[src/design/fdc_defines.svh]
`ifndef FDC_DEFINES_SVH
`define FDC_DEFINES_SVH

// ----------------------------------------------------------------------------
// Memory-mapped request-select registers (byte addresses)
// ----------------------------------------------------------------------------
`define FDC_SEL0_ADDR 16'h0378
`define FDC_SEL1_ADDR 16'h0379
`define FDC_SEL2_ADDR 16'h037a
`define FDC_SEL3_ADDR 16'h037b
`define FDC_SEL_RESET 8'h00
`define FDC_SEL_SRC_LSB 0
`define FDC_SEL_SRC_MSB 4
`define FDC_SEL_LEG_SRC_MSB 3
`define FDC_SEL_SWREQ_BIT 5
`define FDC_SEL_EXP_BIT 6
`define FDC_SEL_PEND_BIT 7

// ----------------------------------------------------------------------------
// Control-register load codes
// ----------------------------------------------------------------------------
`define FDC_LDC_MODE 3'h0
`define FDC_LDC_FIXED 3'h1
`define FDC_LDC_MEMADDR 3'h2
`define FDC_LDC_COUNT 3'h3
`define FDC_LDC_ADDR_RELOAD 3'h4
`define FDC_LDC_COUNT_RELOAD 3'h5

// ----------------------------------------------------------------------------
// Channel mode register fields
// ----------------------------------------------------------------------------
`define FDC_MODE_DIR_BIT 0
`define FDC_MODE_REPEAT_BIT 1
`define FDC_MODE_FIXFIX_BIT 2
`define FDC_MODE_WORD_BIT 3
`define FDC_MODE_RESET 4'h0

// ----------------------------------------------------------------------------
// Counter and address constants
// ----------------------------------------------------------------------------
`define FDC_CNT_ONE 16'h0001
`define FDC_CNT_ZERO 16'h0000
`define FDC_ADDR_MASK_FULL 24'hffffff
`define FDC_ADDR_MASK_LEGACY 24'h0fffff
`define FDC_ADDR_RESET 24'h000000

`endif

[src/design/fdc_pkg.sv]
package fdc_pkg;
  typedef enum logic [2:0] {
    FDC_IDLE = 3'b000,
    FDC_READ = 3'b001,
    FDC_WRITE = 3'b011,
    FDC_RLD_ADDR = 3'b010,
    FDC_RLD_CNT = 3'b110
  } fdc_state_type;
  typedef logic [23:0] fdc_addr_type;
  typedef logic [15:0] fdc_count_type;
endpackage

[src/design/fdc_reload_if.sv]
`timescale 1ns/100ps
interface fdc_reload_if;
  logic wr_en;
  logic [2:0] wr_idx;
  logic [23:0] wr_data;
  logic [2:0] rd_idx_a;
  logic [23:0] rd_data_a;
  logic [2:0] rd_idx_b;
  logic [23:0] rd_data_b;
  modport user (output wr_en, wr_idx, wr_data, rd_idx_a, rd_idx_b, input rd_data_a, rd_data_b);
  modport mem (input wr_en, wr_idx, wr_data, rd_idx_a, rd_idx_b, output rd_data_a, rd_data_b);
endinterface

[src/design/fdc_reload_mem.sv]
`timescale 1ns/100ps
module fdc_reload_mem #(
  parameter int WIDTH = 24,
  parameter int DEPTH = 8
) (
  input wire logic clk,
  fdc_reload_if.mem port
);
  logic [WIDTH-1:0] store [DEPTH];

  // ----------------------------------------------------------------------------
  // One write port, two registered read ports
  // ----------------------------------------------------------------------------
  always_ff @(posedge clk) begin
    if (port.wr_en) begin
      store[port.wr_idx] <= port.wr_data;
    end
    port.rd_data_a <= store[port.rd_idx_a];
    port.rd_data_b <= store[port.rd_idx_b];
  end
endmodule // fdc_reload_mem

[src/design/fdc_dma_controller.sv]
`timescale 1ns/100ps
`include "fdc_defines.svh"
// Function
// - Four channels 0 to 3, each doing exactly the loaded number of transfers.
// - A channel's interrupt pulses when its counter steps from 0001h to 0000h.
// - The legacy build does the loaded count plus one transfers on channels 0 and 1.
// - The legacy build pulses the interrupt when the counter underflows below zero.
// - Transfers go from any 16-Mbyte address to a fixed one, or the reverse.
// - The legacy build limits addresses to 1 Mbyte and adds fixed-to-fixed moves.
// - Each channel's request source comes from the select field of its select register.
// - The legacy build forms the source from the expansion bit 6 and bits 0-3.
// - Repeat mode reloads memory address and count from the reload registers per block.
// - Fixed and memory-side addresses sit in separate registers; direction picks roles.
// - Mode, fixed-address and reload registers are written only by the load port; the engine also steps memory address and count.
module fdc_dma_controller import fdc_pkg::*; #(
  parameter bit LEGACY = 1'b0,
  parameter int NUM_SRC = 32
) (
  input wire logic clk,
  input wire logic sys_rst,
  input wire logic [15:0] sfr_addr,
  input wire logic sfr_wr,
  input wire logic sfr_rd,
  input wire logic [7:0] sfr_wdata,
  output logic [7:0] sfr_rdata,
  input wire logic ldc_wr,
  input wire logic ldc_rd,
  input wire logic [1:0] ldc_chan,
  input wire logic [2:0] ldc_code,
  input wire logic [23:0] ldc_wdata,
  output logic [23:0] ldc_rdata,
  output logic ldc_rvalid,
  input wire logic [NUM_SRC-1:0] periph_req,
  output logic mem_req,
  output logic mem_we,
  output logic mem_word,
  output logic [23:0] mem_addr,
  output logic [15:0] mem_wdata,
  input wire logic [15:0] mem_rdata,
  input wire logic mem_ack,
  output logic [3:0] dma_irq
);
  localparam fdc_addr_type AMASK = LEGACY ? `FDC_ADDR_MASK_LEGACY : `FDC_ADDR_MASK_FULL;
  localparam int NCH = LEGACY ? 2 : 4;

  fdc_state_type state, next_state;
  logic [1:0] gch, next_gch;
  logic next_mem_req, next_mem_we, next_mem_word;
  logic [23:0] next_mem_addr;
  logic [15:0] next_mem_wdata;
  logic [3:0] next_irq;
  logic [3:0] act, next_act, pend, next_pend;
  logic [4:0] src_sel [4];
  logic [4:0] next_src_sel [4];
  logic [3:0] mode [4];
  logic [3:0] next_mode [4];
  fdc_addr_type fixed_addr [4];
  fdc_addr_type next_fixed_addr [4];
  fdc_addr_type mem_side [4];
  fdc_addr_type next_mem_side [4];
  fdc_count_type cnt [4];
  fdc_count_type next_cnt [4];
  logic [7:0] next_sfr_rdata;
  logic rd_pend, rd_reload;
  logic [23:0] rd_live, next_rd_live, next_ldc_rdata;
  fdc_reload_if rl();

  function automatic logic sel_hit(input logic [15:0] a, input int i);
    sel_hit = (a == (`FDC_SEL0_ADDR + 16'(i)));
  endfunction

  function automatic logic fix_both(input logic [3:0] m);
    fix_both = LEGACY && m[`FDC_MODE_FIXFIX_BIT];
  endfunction

  fdc_reload_mem #(.WIDTH(24), .DEPTH(8)) u_reload (
    .clk(clk),
    .port(rl.mem)
  );

  // ----------------------------------------------------------------------------
  // Reload storage ports
  // ----------------------------------------------------------------------------
  assign rl.wr_en = ldc_wr && (int'(ldc_chan) < NCH) && (ldc_code == `FDC_LDC_ADDR_RELOAD
                               || ldc_code == `FDC_LDC_COUNT_RELOAD);
  assign rl.wr_idx = {ldc_code == `FDC_LDC_COUNT_RELOAD, ldc_chan};
  assign rl.wr_data = (ldc_code == `FDC_LDC_ADDR_RELOAD) ? (ldc_wdata & AMASK) : ldc_wdata;
  // Address reload is fetched during the write, the count reload one cycle later
  assign rl.rd_idx_a = {state != FDC_WRITE, gch};
  assign rl.rd_idx_b = {ldc_code == `FDC_LDC_COUNT_RELOAD, ldc_chan};

  // ----------------------------------------------------------------------------
  // Transfer engine and channel state
  // ----------------------------------------------------------------------------
  always_comb begin
    logic found;
    logic [1:0] g;
    logic ff;
    logic blk_end;
    fdc_addr_type step;
    found = 1'b0;
    g = 2'd0;
    ff = 1'b0;
    blk_end = 1'b0;
    step = 24'h000001;
    next_state = state;
    next_gch = gch;
    next_mem_req = mem_req;
    next_mem_we = mem_we;
    next_mem_word = mem_word;
    next_mem_addr = mem_addr;
    next_mem_wdata = mem_wdata;
    next_irq = 4'h0;
    next_act = act;
    for (int i = 0; i < 4; i++) begin
      next_src_sel[i] = src_sel[i];
      next_mode[i] = mode[i];
      next_fixed_addr[i] = fixed_addr[i];
      next_mem_side[i] = mem_side[i];
      next_cnt[i] = cnt[i];
    end
    // Fixed priority: channel 0 wins; only active channels are served
    for (int i = NCH - 1; i >= 0; i--) begin
      if (pend[i] && act[i]) begin
        found = 1'b1;
        g = 2'(i);
      end
    end
    case (state)
      FDC_IDLE: begin
        if (found) begin
          ff = fix_both(mode[g]);
          next_gch = g;
          next_mem_req = 1'b1;
          next_mem_we = 1'b0;
          next_mem_word = mode[g][`FDC_MODE_WORD_BIT];
          next_mem_addr = (mode[g][`FDC_MODE_DIR_BIT] || ff) ? fixed_addr[g]
                                                             : mem_side[g];
          next_state = FDC_READ;
        end
      end
      FDC_READ: begin
        if (mem_ack) begin
          ff = fix_both(mode[gch]);
          next_mem_wdata = mem_rdata;
          next_mem_we = 1'b1;
          next_mem_addr = (mode[gch][`FDC_MODE_DIR_BIT] || ff) ? mem_side[gch]
                                                               : fixed_addr[gch];
          next_state = FDC_WRITE;
        end
      end
      FDC_WRITE: begin
        if (mem_ack) begin
          ff = fix_both(mode[gch]);
          step = mode[gch][`FDC_MODE_WORD_BIT] ? 24'h000002 : 24'h000001;
          next_mem_req = 1'b0;
          next_mem_we = 1'b0;
          if (!ff) begin
            next_mem_side[gch] = (mem_side[gch] + step) & AMASK;
          end
          if (LEGACY) begin
            blk_end = (cnt[gch] == `FDC_CNT_ZERO);
          end else begin
            blk_end = (cnt[gch] == `FDC_CNT_ONE);
          end
          next_cnt[gch] = cnt[gch] - `FDC_CNT_ONE;
          next_irq[gch] = blk_end;
          if (blk_end && mode[gch][`FDC_MODE_REPEAT_BIT]) begin
            next_state = FDC_RLD_ADDR;
          end else begin
            if (blk_end) begin
              next_act[gch] = 1'b0;
            end
            next_state = FDC_IDLE;
          end
        end
      end
      FDC_RLD_ADDR: begin
        next_mem_side[gch] = rl.rd_data_a & AMASK;
        next_state = FDC_RLD_CNT;
      end
      FDC_RLD_CNT: begin
        next_cnt[gch] = rl.rd_data_a[15:0];
        next_act[gch] = LEGACY || (rl.rd_data_a[15:0] != `FDC_CNT_ZERO);
        next_state = FDC_IDLE;
      end
      default: begin
        next_state = FDC_IDLE;
        next_mem_req = 1'b0;
      end
    endcase
    // Software loads override the engine on the same cycle
    if (ldc_wr && (int'(ldc_chan) < NCH)) begin
      case (ldc_code)
        `FDC_LDC_MODE: next_mode[ldc_chan] = ldc_wdata[3:0];
        `FDC_LDC_FIXED: next_fixed_addr[ldc_chan] = ldc_wdata & AMASK;
        `FDC_LDC_MEMADDR: next_mem_side[ldc_chan] = ldc_wdata & AMASK;
        `FDC_LDC_COUNT: begin
          next_cnt[ldc_chan] = ldc_wdata[15:0];
          // Legacy zero still means one transfer; otherwise zero leaves it idle
          next_act[ldc_chan] = LEGACY || (ldc_wdata[15:0] != `FDC_CNT_ZERO);
        end
        default: begin
        end
      endcase
    end
    // Request capture: a new request wins over the clear by the grant
    for (int i = 0; i < 4; i++) begin
      logic sw_req;
      sw_req = sfr_wr && sel_hit(sfr_addr, i) && sfr_wdata[`FDC_SEL_SWREQ_BIT];
      next_pend[i] = next_act[i] && (((periph_req[src_sel[i]] || sw_req) && act[i])
                     || (pend[i] && !(state == FDC_IDLE && found && g == 2'(i))));
      if (sfr_wr && sel_hit(sfr_addr, i)) begin
        if (LEGACY) begin
          next_src_sel[i] = {sfr_wdata[`FDC_SEL_EXP_BIT],
                             sfr_wdata[`FDC_SEL_LEG_SRC_MSB:`FDC_SEL_SRC_LSB]};
        end else begin
          next_src_sel[i] = sfr_wdata[`FDC_SEL_SRC_MSB:`FDC_SEL_SRC_LSB];
        end
      end
      if (i >= NCH) begin
        next_pend[i] = 1'b0;
        next_act[i] = 1'b0;
      end
    end
  end

  always_ff @(posedge clk) begin
    if (sys_rst) begin
      state <= FDC_IDLE;
      gch <= 2'd0;
      mem_req <= 1'b0;
      mem_we <= 1'b0;
      mem_word <= 1'b0;
      mem_addr <= `FDC_ADDR_RESET;
      mem_wdata <= 16'h0000;
      dma_irq <= 4'h0;
      act <= 4'h0;
      pend <= 4'h0;
      for (int i = 0; i < 4; i++) begin
        src_sel[i] <= 5'h00;
        mode[i] <= `FDC_MODE_RESET;
        fixed_addr[i] <= `FDC_ADDR_RESET;
        mem_side[i] <= `FDC_ADDR_RESET;
        cnt[i] <= `FDC_CNT_ZERO;
      end
    end else begin
      state <= next_state;
      gch <= next_gch;
      mem_req <= next_mem_req;
      mem_we <= next_mem_we;
      mem_word <= next_mem_word;
      mem_addr <= next_mem_addr;
      mem_wdata <= next_mem_wdata;
      dma_irq <= next_irq;
      act <= next_act;
      pend <= next_pend;
      for (int i = 0; i < 4; i++) begin
        src_sel[i] <= next_src_sel[i];
        mode[i] <= next_mode[i];
        fixed_addr[i] <= next_fixed_addr[i];
        mem_side[i] <= next_mem_side[i];
        cnt[i] <= next_cnt[i];
      end
    end
  end

  // ----------------------------------------------------------------------------
  // Read-back of both register sets
  // ----------------------------------------------------------------------------
  always_comb begin
    next_sfr_rdata = 8'h00;
    for (int i = 0; i < NCH; i++) begin
      if (sfr_rd && sel_hit(sfr_addr, i)) begin
        // Software-request bit always reads zero; bit 6 reserved unless legacy
        next_sfr_rdata[`FDC_SEL_PEND_BIT] = pend[i];
        if (LEGACY) begin
          next_sfr_rdata[`FDC_SEL_EXP_BIT] = src_sel[i][4];
          next_sfr_rdata[3:0] = src_sel[i][3:0];
        end else begin
          next_sfr_rdata[4:0] = src_sel[i];
        end
      end
    end
    case (ldc_code)
      `FDC_LDC_MODE: next_rd_live = {20'h00000, mode[ldc_chan]};
      `FDC_LDC_FIXED: next_rd_live = fixed_addr[ldc_chan];
      `FDC_LDC_MEMADDR: next_rd_live = mem_side[ldc_chan];
      `FDC_LDC_COUNT: next_rd_live = {8'h00, cnt[ldc_chan]};
      default: next_rd_live = 24'h000000;
    endcase
    next_ldc_rdata = rd_reload ? rl.rd_data_b : rd_live;
  end

  always_ff @(posedge clk) begin
    if (sys_rst) begin
      sfr_rdata <= 8'h00;
      rd_pend <= 1'b0;
      rd_reload <= 1'b0;
      rd_live <= 24'h000000;
      ldc_rdata <= 24'h000000;
      ldc_rvalid <= 1'b0;
    end else begin
      sfr_rdata <= next_sfr_rdata;
      rd_pend <= ldc_rd;
      rd_reload <= ldc_code == `FDC_LDC_ADDR_RELOAD || ldc_code == `FDC_LDC_COUNT_RELOAD;
      rd_live <= next_rd_live;
      ldc_rdata <= rd_pend ? next_ldc_rdata : ldc_rdata;
      ldc_rvalid <= rd_pend;
    end
  end

  // ----------------------------------------------------------------------------
  // Checks
  // ----------------------------------------------------------------------------
  chk_irq_last_step: assert property (@(posedge clk) disable iff (sys_rst)
    (!LEGACY && state == FDC_WRITE && mem_ack && cnt[gch] == `FDC_CNT_ONE)
    |=> dma_irq == (4'h1 << $past(gch)))
    else $error("interrupt missing on last transfer");
  chk_irq_cause_only: assert property (@(posedge clk) disable iff (sys_rst)
    (dma_irq != 4'h0) |-> $past(state) == FDC_WRITE && $past(mem_ack))
    else $error("interrupt without completed transfer");
  chk_count_step: assert property (@(posedge clk) disable iff (sys_rst)
    (state == FDC_WRITE && mem_ack && !ldc_wr) |=> cnt[gch] == $past(cnt[gch]) - 16'h0001
      || state == FDC_RLD_ADDR)
    else $error("counter did not step by one");
  chk_legacy_uflow: assert property (@(posedge clk) disable iff (sys_rst)
    (LEGACY && state == FDC_WRITE && mem_ack && cnt[gch] == `FDC_CNT_ZERO) |=> dma_irq[gch])
    else $error("legacy underflow interrupt missing");
  chk_grant_active: assert property (@(posedge clk) disable iff (sys_rst)
    (state == FDC_IDLE && next_state == FDC_READ) |-> act[next_gch])
    else $error("inactive channel served");
  chk_addr_range: assert property (@(posedge clk) disable iff (sys_rst)
    mem_req |-> (mem_addr & ~AMASK) == 24'h000000)
    else $error("address outside space");
  chk_write_target: assert property (@(posedge clk) disable iff (sys_rst)
    (state == FDC_WRITE && mem_req && !fix_both(mode[gch]))
    |-> mem_addr == (mode[gch][0] ? $past(mem_side[gch]) : $past(fixed_addr[gch]))
      || $past(ldc_wr))
    else $error("write address does not follow direction");
  chk_repeat_reload: assert property (@(posedge clk) disable iff (sys_rst)
    (state == FDC_WRITE && mem_ack && !ldc_wr && mode[gch][1]
     && cnt[gch] == (LEGACY ? `FDC_CNT_ZERO : `FDC_CNT_ONE))
    |=> state == FDC_RLD_ADDR ##2 state == FDC_IDLE && cnt[gch] == $past(rl.rd_data_a[15:0]))
    else $error("repeat reload not applied");
  chk_sw_request: assert property (@(posedge clk) disable iff (sys_rst)
    (sfr_wr && sfr_addr == `FDC_SEL0_ADDR && sfr_wdata[5] && act[0] && next_act[0])
    |=> pend[0])
    else $error("software request lost");
  chk_mode_load_only: assert property (@(posedge clk) disable iff (sys_rst)
    !ldc_wr |=> $stable(mode[0]) && $stable(fixed_addr[0]))
    else $error("control register changed without load");
  chk_req_hold: assert property (@(posedge clk) disable iff (sys_rst)
    (mem_req && !mem_ack) |=> mem_req && $stable(mem_addr))
    else $error("bus request dropped early");
  cov_repeat: cover property (@(posedge clk) state == FDC_RLD_CNT);
  cov_irq: cover property (@(posedge clk) dma_irq != 4'h0);
  cov_sw_grant: cover property (@(posedge clk)
    sfr_wr && sfr_wdata[5] ##[1:4] state == FDC_READ);
endmodule // fdc_dma_controller

[config.mk]
export PLATFORM = sky130hd
export DESIGN_NAME = fdc_dma_controller
export DESIGN_NICKNAME = d
export VERILOG_FILES = /design/src/design/fdc_pkg.sv /design/src/design/fdc_reload_if.sv /design/src/design/fdc_reload_mem.sv /design/src/design/fdc_dma_controller.sv
export VERILOG_INCLUDE_DIRS = /design/src /design/src/design
export SDC_FILE = /design/constraint.sdc
export NUM_CORES = 2
export LEC_CHECK = 0
export BUFFER_PORTS_ARGS = -buffer_cell sky130_fd_sc_hd__buf_2
export CAP_MARGIN = 10
export CELL_PAD_IN_SITES_DETAIL_PLACEMENT = 0
export CELL_PAD_IN_SITES_GLOBAL_PLACEMENT = 1
export CORE_MARGIN = 2
export CORE_UTILIZATION = 32
export CTS_BUF_LIST = sky130_fd_sc_hd__clkbuf_2
export DETAILED_ROUTE_END_ITERATION = 8
export MAX_ROUTING_LAYER = met4
export PLACE_DENSITY_LB_ADDON = 0.08
export RECOVER_POWER = 50
export SLEW_MARGIN = 20
export SYNTH_ARGS = -nofsm -noshare
export SYNTH_HDL_FRONTEND = slang
export SYNTH_SLANG_ARGS = --single-unit
[constraint.sdc]
create_clock -name clk -period 3.76 [get_ports clk]
set_input_delay 0.752 -clock clk [delete_from_list [all_inputs] [get_ports clk]]
set_output_delay 0.752 -clock clk [all_outputs]
set_load 0.05 [all_outputs]
# [Word-level counts from Yosys, hierarchy flattened]
# Memories as Yosys holds them, arrays and structs flattened. A register that Yosys moved wholly into a read port is not among the register bits.
# Index checks and enable logic that the tools add are counted.
# Widths: inputs -> output; s select.
[totals] in_bits=108 mem_count=6 output_inout_bits=80 wordCells=277 register_bits=119 ram_bits=484
[mem_list] memory="u_reload.store" words=8 word_bits=24 read_ports=2 rd_ports_with_merged_regs=2 write_ports=1 line_no="fdc_reload_mem.sv:9" source="logic [WIDTH-1:0] store [DEPTH];"
[mem_list] memory="fixed_addr" words=4 word_bits=24 read_ports=7 rd_ports_with_merged_regs=1 write_ports=4 line_no="fdc_dma_controller.sv:57" source="fdc_addr_type fixed_addr [4];"
[mem_list] memory="mem_side" words=4 word_bits=24 read_ports=7 rd_ports_with_merged_regs=1 write_ports=4 line_no="fdc_dma_controller.sv:59" source="fdc_addr_type mem_side [4];"
[mem_list] memory="cnt" words=4 word_bits=16 read_ports=6 rd_ports_with_merged_regs=1 write_ports=4 line_no="fdc_dma_controller.sv:61" source="fdc_count_type cnt [4];"
[mem_list] memory="src_sel" words=4 word_bits=5 read_ports=4 rd_ports_with_merged_regs=0 write_ports=4 line_no="fdc_dma_controller.sv:53" source="logic [4:0] src_sel [4];"
[mem_list] memory="mode" words=4 word_bits=4 read_ports=7 rd_ports_with_merged_regs=1 write_ports=4 line_no="fdc_dma_controller.sv:55" source="logic [3:0] mode [4];"
[classes] bitwise_logic=28 mux=124 order_cmp=12 reduce_logical=67 eq_ne=21 n_addsub=2
[op_table] op="$mux 96" count=5
[op_table] op="$bwmux 96" count=4
[op_table] op="$mux 24" count=15
[op_table] op="$bwmux 64" count=3
[op_table] op="$mux 64" count=3
[op_table] op="$pmux 96 s2" count=1
[op_table] op="$mux 16" count=8
[op_table] op="$pmux 64 s2" count=1
[op_table] op="$demux 24 s2" count=2
[op_table] op="$pmux 24 s4" count=1
[op_table] op="$demux 16 s2" count=2
[op_table] op="$eq 16x10->1 const B" count=4
[op_table] op="$mux 5" count=12
[op_table] op="$pmux 24 s2" count=1
[op_table] op="$mux 4" count=10
[op_table] op="$logic_and 1x1->1" count=39
[op_table] op="$reduce_bool 16->1" count=2
[op_table] op="$mux 2" count=14
[op_table] op="$mux 1" count=25
[op_table] op="$add 24x2->24" count=1
[op_table] op="$lt 5x6->1 const B" count=4
[op_table] op="$bmux 1 s5" count=4
[op_table] op="$or 1x1->1" count=20
[op_table] op="$bwmux 16" count=1
[op_table] op="other kinds (34)" count=72

# [Longest topological paths before layout]
[depth] depth_word=14 ltp_mapped=16 depth_no_buf=9

# [By module]
# From an unflattened synthesis, not the netlist that was laid out.
[hier_totals] cells_unflattened=3615 area_unflattened_um2=36900.4
[by_module_without_submodules] module="fdc_dma_controller" area_each_um2=27089.7 cells_per_inst=3192 seq_area_each_um2=8227.9 n_inst=1
[by_module_without_submodules] module="fdc_reload_mem" area_each_um2=9810.7 cells_per_inst=423 seq_area_each_um2=6726.5 n_inst=1

# [Least setup slack after synthesis]
# No wires, ideal clock.
[synth_path] path_type="reg-to-reg" startpoint="reg with a tool-made name" endpoint="mem mem_side[2][12] (netlist name)" path_buffers=5 path_slack_ns=-0.309 path_stages_with_launch=15 t_arrival_ns=3.957 setup_time_ns=0.112 required_time_ns=3.648 synth_period_minus_slack_ns=4.069 path_cell_list="dfxtp_1 -> buf_2 -> buf_2 -> buf_2 -> buf_2 -> buf_1 -> mux4_2 -> inv_1 -> ha_1 -> fa_1 -> nand2_1 -> or4_1 -> xnor2_2 -> a221oi_1 -> a2111oi_1"
[synth_lines] item="to (decl)" line_no="fdc_dma_controller.sv:59"

# [Worst setup path after layout]
[layout_path] startpoint="reg state[0]" endpoint="reg mem_wdata[5]"
[layout_via] elab_chain_len=2
[layout_lines] item="from (decl)" line_no="fdc_dma_controller.sv:46" source="fdc_state_type state, next_state;"
[layout_lines] item="from (signal assigned)" line_no="fdc_dma_controller.sv:248" source="state <= next_state;"
[layout_lines] item="$eq 3x1->1" line_no="fdc_dma_controller.sv:129" source="case (state)"
[layout_lines] item="$reduce_and 2->1 (no source line)"
[layout_lines] item="to (signal assigned)" line_no="fdc_dma_controller.sv:254" source="mem_wdata <= next_mem_wdata;"
[layout_lines] item="to (decl)" line_no="fdc_dma_controller.sv:38" source="output logic [15:0] mem_wdata,"
# No other way between the ends.
# A chain may end at the register's enable or synchronous reset.

==> metrics <==
routed wire length 181100 um; post-synthesis sequential area ratio 40.58%; Worst VDD drop 0.2334 mV; first-pass GRT wire length 257900 um; layout cells sized above 1 24.42%; main combinational cell family by area after synthesis multiplexers; Worst path max stage delay 0.64 ns; post-synthesis mux area share 20.48%; IO Pins 188; clk_skew 0.1455 ns; Hold Path Class in -> reg; Synth Area in Compound Gates 18.79%; Initial DRT Pass Iterations 6; Reg clk slew, reported paths 0.09 ns; Syn Area/Cell 9.856 um^2; routability cong. 0.9276; failing checks max-capacitance violations, max-slew violations; Setup Crit Path Kind reg -> reg; GRT Overall Usage 31.28%; Final min period 3.524 ns; Crit path max-delay family buffers and inverters; worst-path cell chain nor2b_1 > clkbuf_1 > nand2_2 > nor2_2 > buf_4 > nand2_1 > dlygate4sd3_1 > a21oi_1 > dlygate4sd3_1; Sum Neg Setup Slack 0 ns; status finished, violations left; residual overflow from global routing 0; CP Max Fanout 33; Finished Layout Cells 5738; CTS Root Cell clkbuf_2; CP bufs+invs 4; final instance area 0.04303 mm^2; crit-path most repeated cell dlygate4sd3_1; adder-cell area share of the yosys netlist 0.1901%; post-route ant nets 0; nets 4186; Min-Delay Startpoint sfr_addr[11]; core area 0.1143 mm^2; most frequent cells in the layout nand2_1 (493), dfxtp_1 (451), nor2_1 (361); via count 35470; worst r2r src state[0]; Layout area overhead 16.76%; Synth cell types 89; Synth Register Bits 651; startpoint types register; Synth area leaders dfxtp_1 (25%), mux4_2 (17%), edfxtp_1 (16%), nand2_1 (5.1%), nor2_1 (3.8%); fmax 283.8 MHz; Place WS 0.2878 ns; CTS H-tree depth 4; Slew Viols, Final 351; vias in the first global route 35370; DIE AREA 0.1179 mm^2; Post-Place Cell Area 0.04001 mm^2; Fin Hold WS 0.2054 ns; effective utilization at floorplan 32.23%; CTS buffer count 191; Final Setup Violations 0; PortBufs 183; Max transition margin -59.75%; Horiz. Die Dim 343.4 um; Leak 0.01455 uW; dpl hpwl 115400 um; mapped cell area 0.03685 mm^2; Synth top area share 24.93%; RSZ-0062 raised after global routing false; CTS tree yes; buffer depth of the longest clock path 3; Worst EP arrival 5.00 ns; Yosys Warn Count 0; CP endpoint kind register; Sink Count 651; largest net degree at the start of global routing 95; dominant cell type by area after synthesis dfxtp_1; initial antenna violation count 6; Tcrit/Tclk final 93.73%; Post-Synthesis Cells 3739; Synth Flop Type dfxtp_1; Post-synth EDFFs 192; Power Dens Cells 339.0 mW/mm^2; clock latency on the worst-skew pair 1.60 ns; Simple-Gate Fraction of Synth Area 15.01%; CP max-delay cell dfxtp_4; critical path startpoint state[0]; Initial DRC Count 3770; Die Ht 343.4 um; Req. time, crit path 5.23 ns; routed vias/inst 6.182; number of max-cap violations 11; Slew @ Worst Pin 2.396 ns; Cells after DPL 5244; asr flop ratio synth 0%; final-report hold violation count 0; num rows 124; average wire per standard cell 31.56 um; most common cell after layout, fill and taps aside nand2_1; # DRC 0; XOR/XNOR Fraction of Synth Area 0.6349%; cts repair resizes 0; final worst setup slack 0.2359 ns
## through the flow
step / util (%) / total power [uW]
final: 37.63 / 14590
after global routing: 37.63 / 15250
after CTS: 37.80 / 14790
after detailed placement: 34.99 / 9064
after global placement: 34.99 / 9027
after floorplan: - / 8482
## kinds of logic (layout without fill, tap and decap cells)
kind of cell    after synthesis  count (layout)
compound gates             1019            1019
xor+xnor                     25              25
fa+ha+maj                     5               5
buf+inv                     402             884
flops                       651             651
mux                         408             408
other cells                   1               6
simple gates               1228            1228
## area by class of cell
cell class,count,area (um^2)
fillers,11510,71310
well taps,1512,1892
diodes,4,10.01
multi-input cells,2687,20440
inverters,13,48.80
clock buffers,282,1411
clock inverters,60,314.1
flip-flops and latches,651,14970
repair buffers,529,3935
## worst reg2reg max path, stage by stage, from the launching register on
cell,delay [ns]
dfxtp_4,0.64
nor2b_1,0.27
clkbuf_1,0.47
nand2_2,0.17
nor2_2,0.25
buf_4,0.29
nand2_1,0.10
dlygate4sd3_1,0.58
a21oi_1,0.13
dlygate4sd3_1,0.56
## sequential cells by signal (all words and copies together) (netlist names), 2 cells and up, named ones only
name and cells:
act 4, cnt 64, dma_irq 4, fixed_addr 96
gch 2, ldc_rdata 24, mem_addr 24, mem_side 96
mem_wdata 16, mode 16, pend 4, rd_live 24
sfr_rdata 6, src_sel 20, state 3, u_reload.port.rd_data_a 24
u_reload.port.rd_data_b 24, u_reload.store 192
## per-layer routing
metal,up-vias,wire (um),share of wire [%],GRT usage (%)
li1,15140,-,-,-
met1,17870,72990,40,38.67
met2,1997,83510,46,48.54
met4,0,10340,5.7,16.63
met3,465,14240,7.9,5.858
met5,-,0,0,-
## worst paths after layout
check	end	slack (ns)	cells past startpoint
setup / recovery	mem_wdata[5]	0.24	9
hold / removal	sfr_rdata[0]	0.21	6
setup reg to reg	mem_wdata[5]	0.24	9
hold reg to reg	mem_addr[0]	0.45	2
## power by group
group | switching, uW | total, uW | internal, uW
clock | 3470 | 5580 | 2120
combinational | 862 | 1440 | 581
sequential | 184 | 7560 | 7370
## cell usage after synthesis (13+ instances only)
cell and count:
a221oi_1 51, nor4_1 17, dfxtp_1 459, mux4_2 271, nor2_1 375, nor2b_1 21
o21ai_0 176, a211o_1 35, nand3_1 47, nand2_1 497, a21oi_1 229, o211ai_1 58
edfxtp_1 192, o221ai_1 25, mux2i_1 92, nor3_1 65, clkbuf_1 308, nand4_1 62
a31oi_1 56, a2111oi_0 21, a32oi_1 24, and2_1 15, a211oi_1 105, o31ai_1 37
buf_2 19, nand2b_1 19, buf_1 49, o21a_1 13, mux2_2 44, a22oi_1 84
and3_1 45
## what timing repair did
item / in CTS / in global routing
hold buffers: 148 / 0
setup buffers: 0 / 0
endpoints found under the hold margin: 653 / 0
Note: power is estimated with default switching activity, not from simulation.
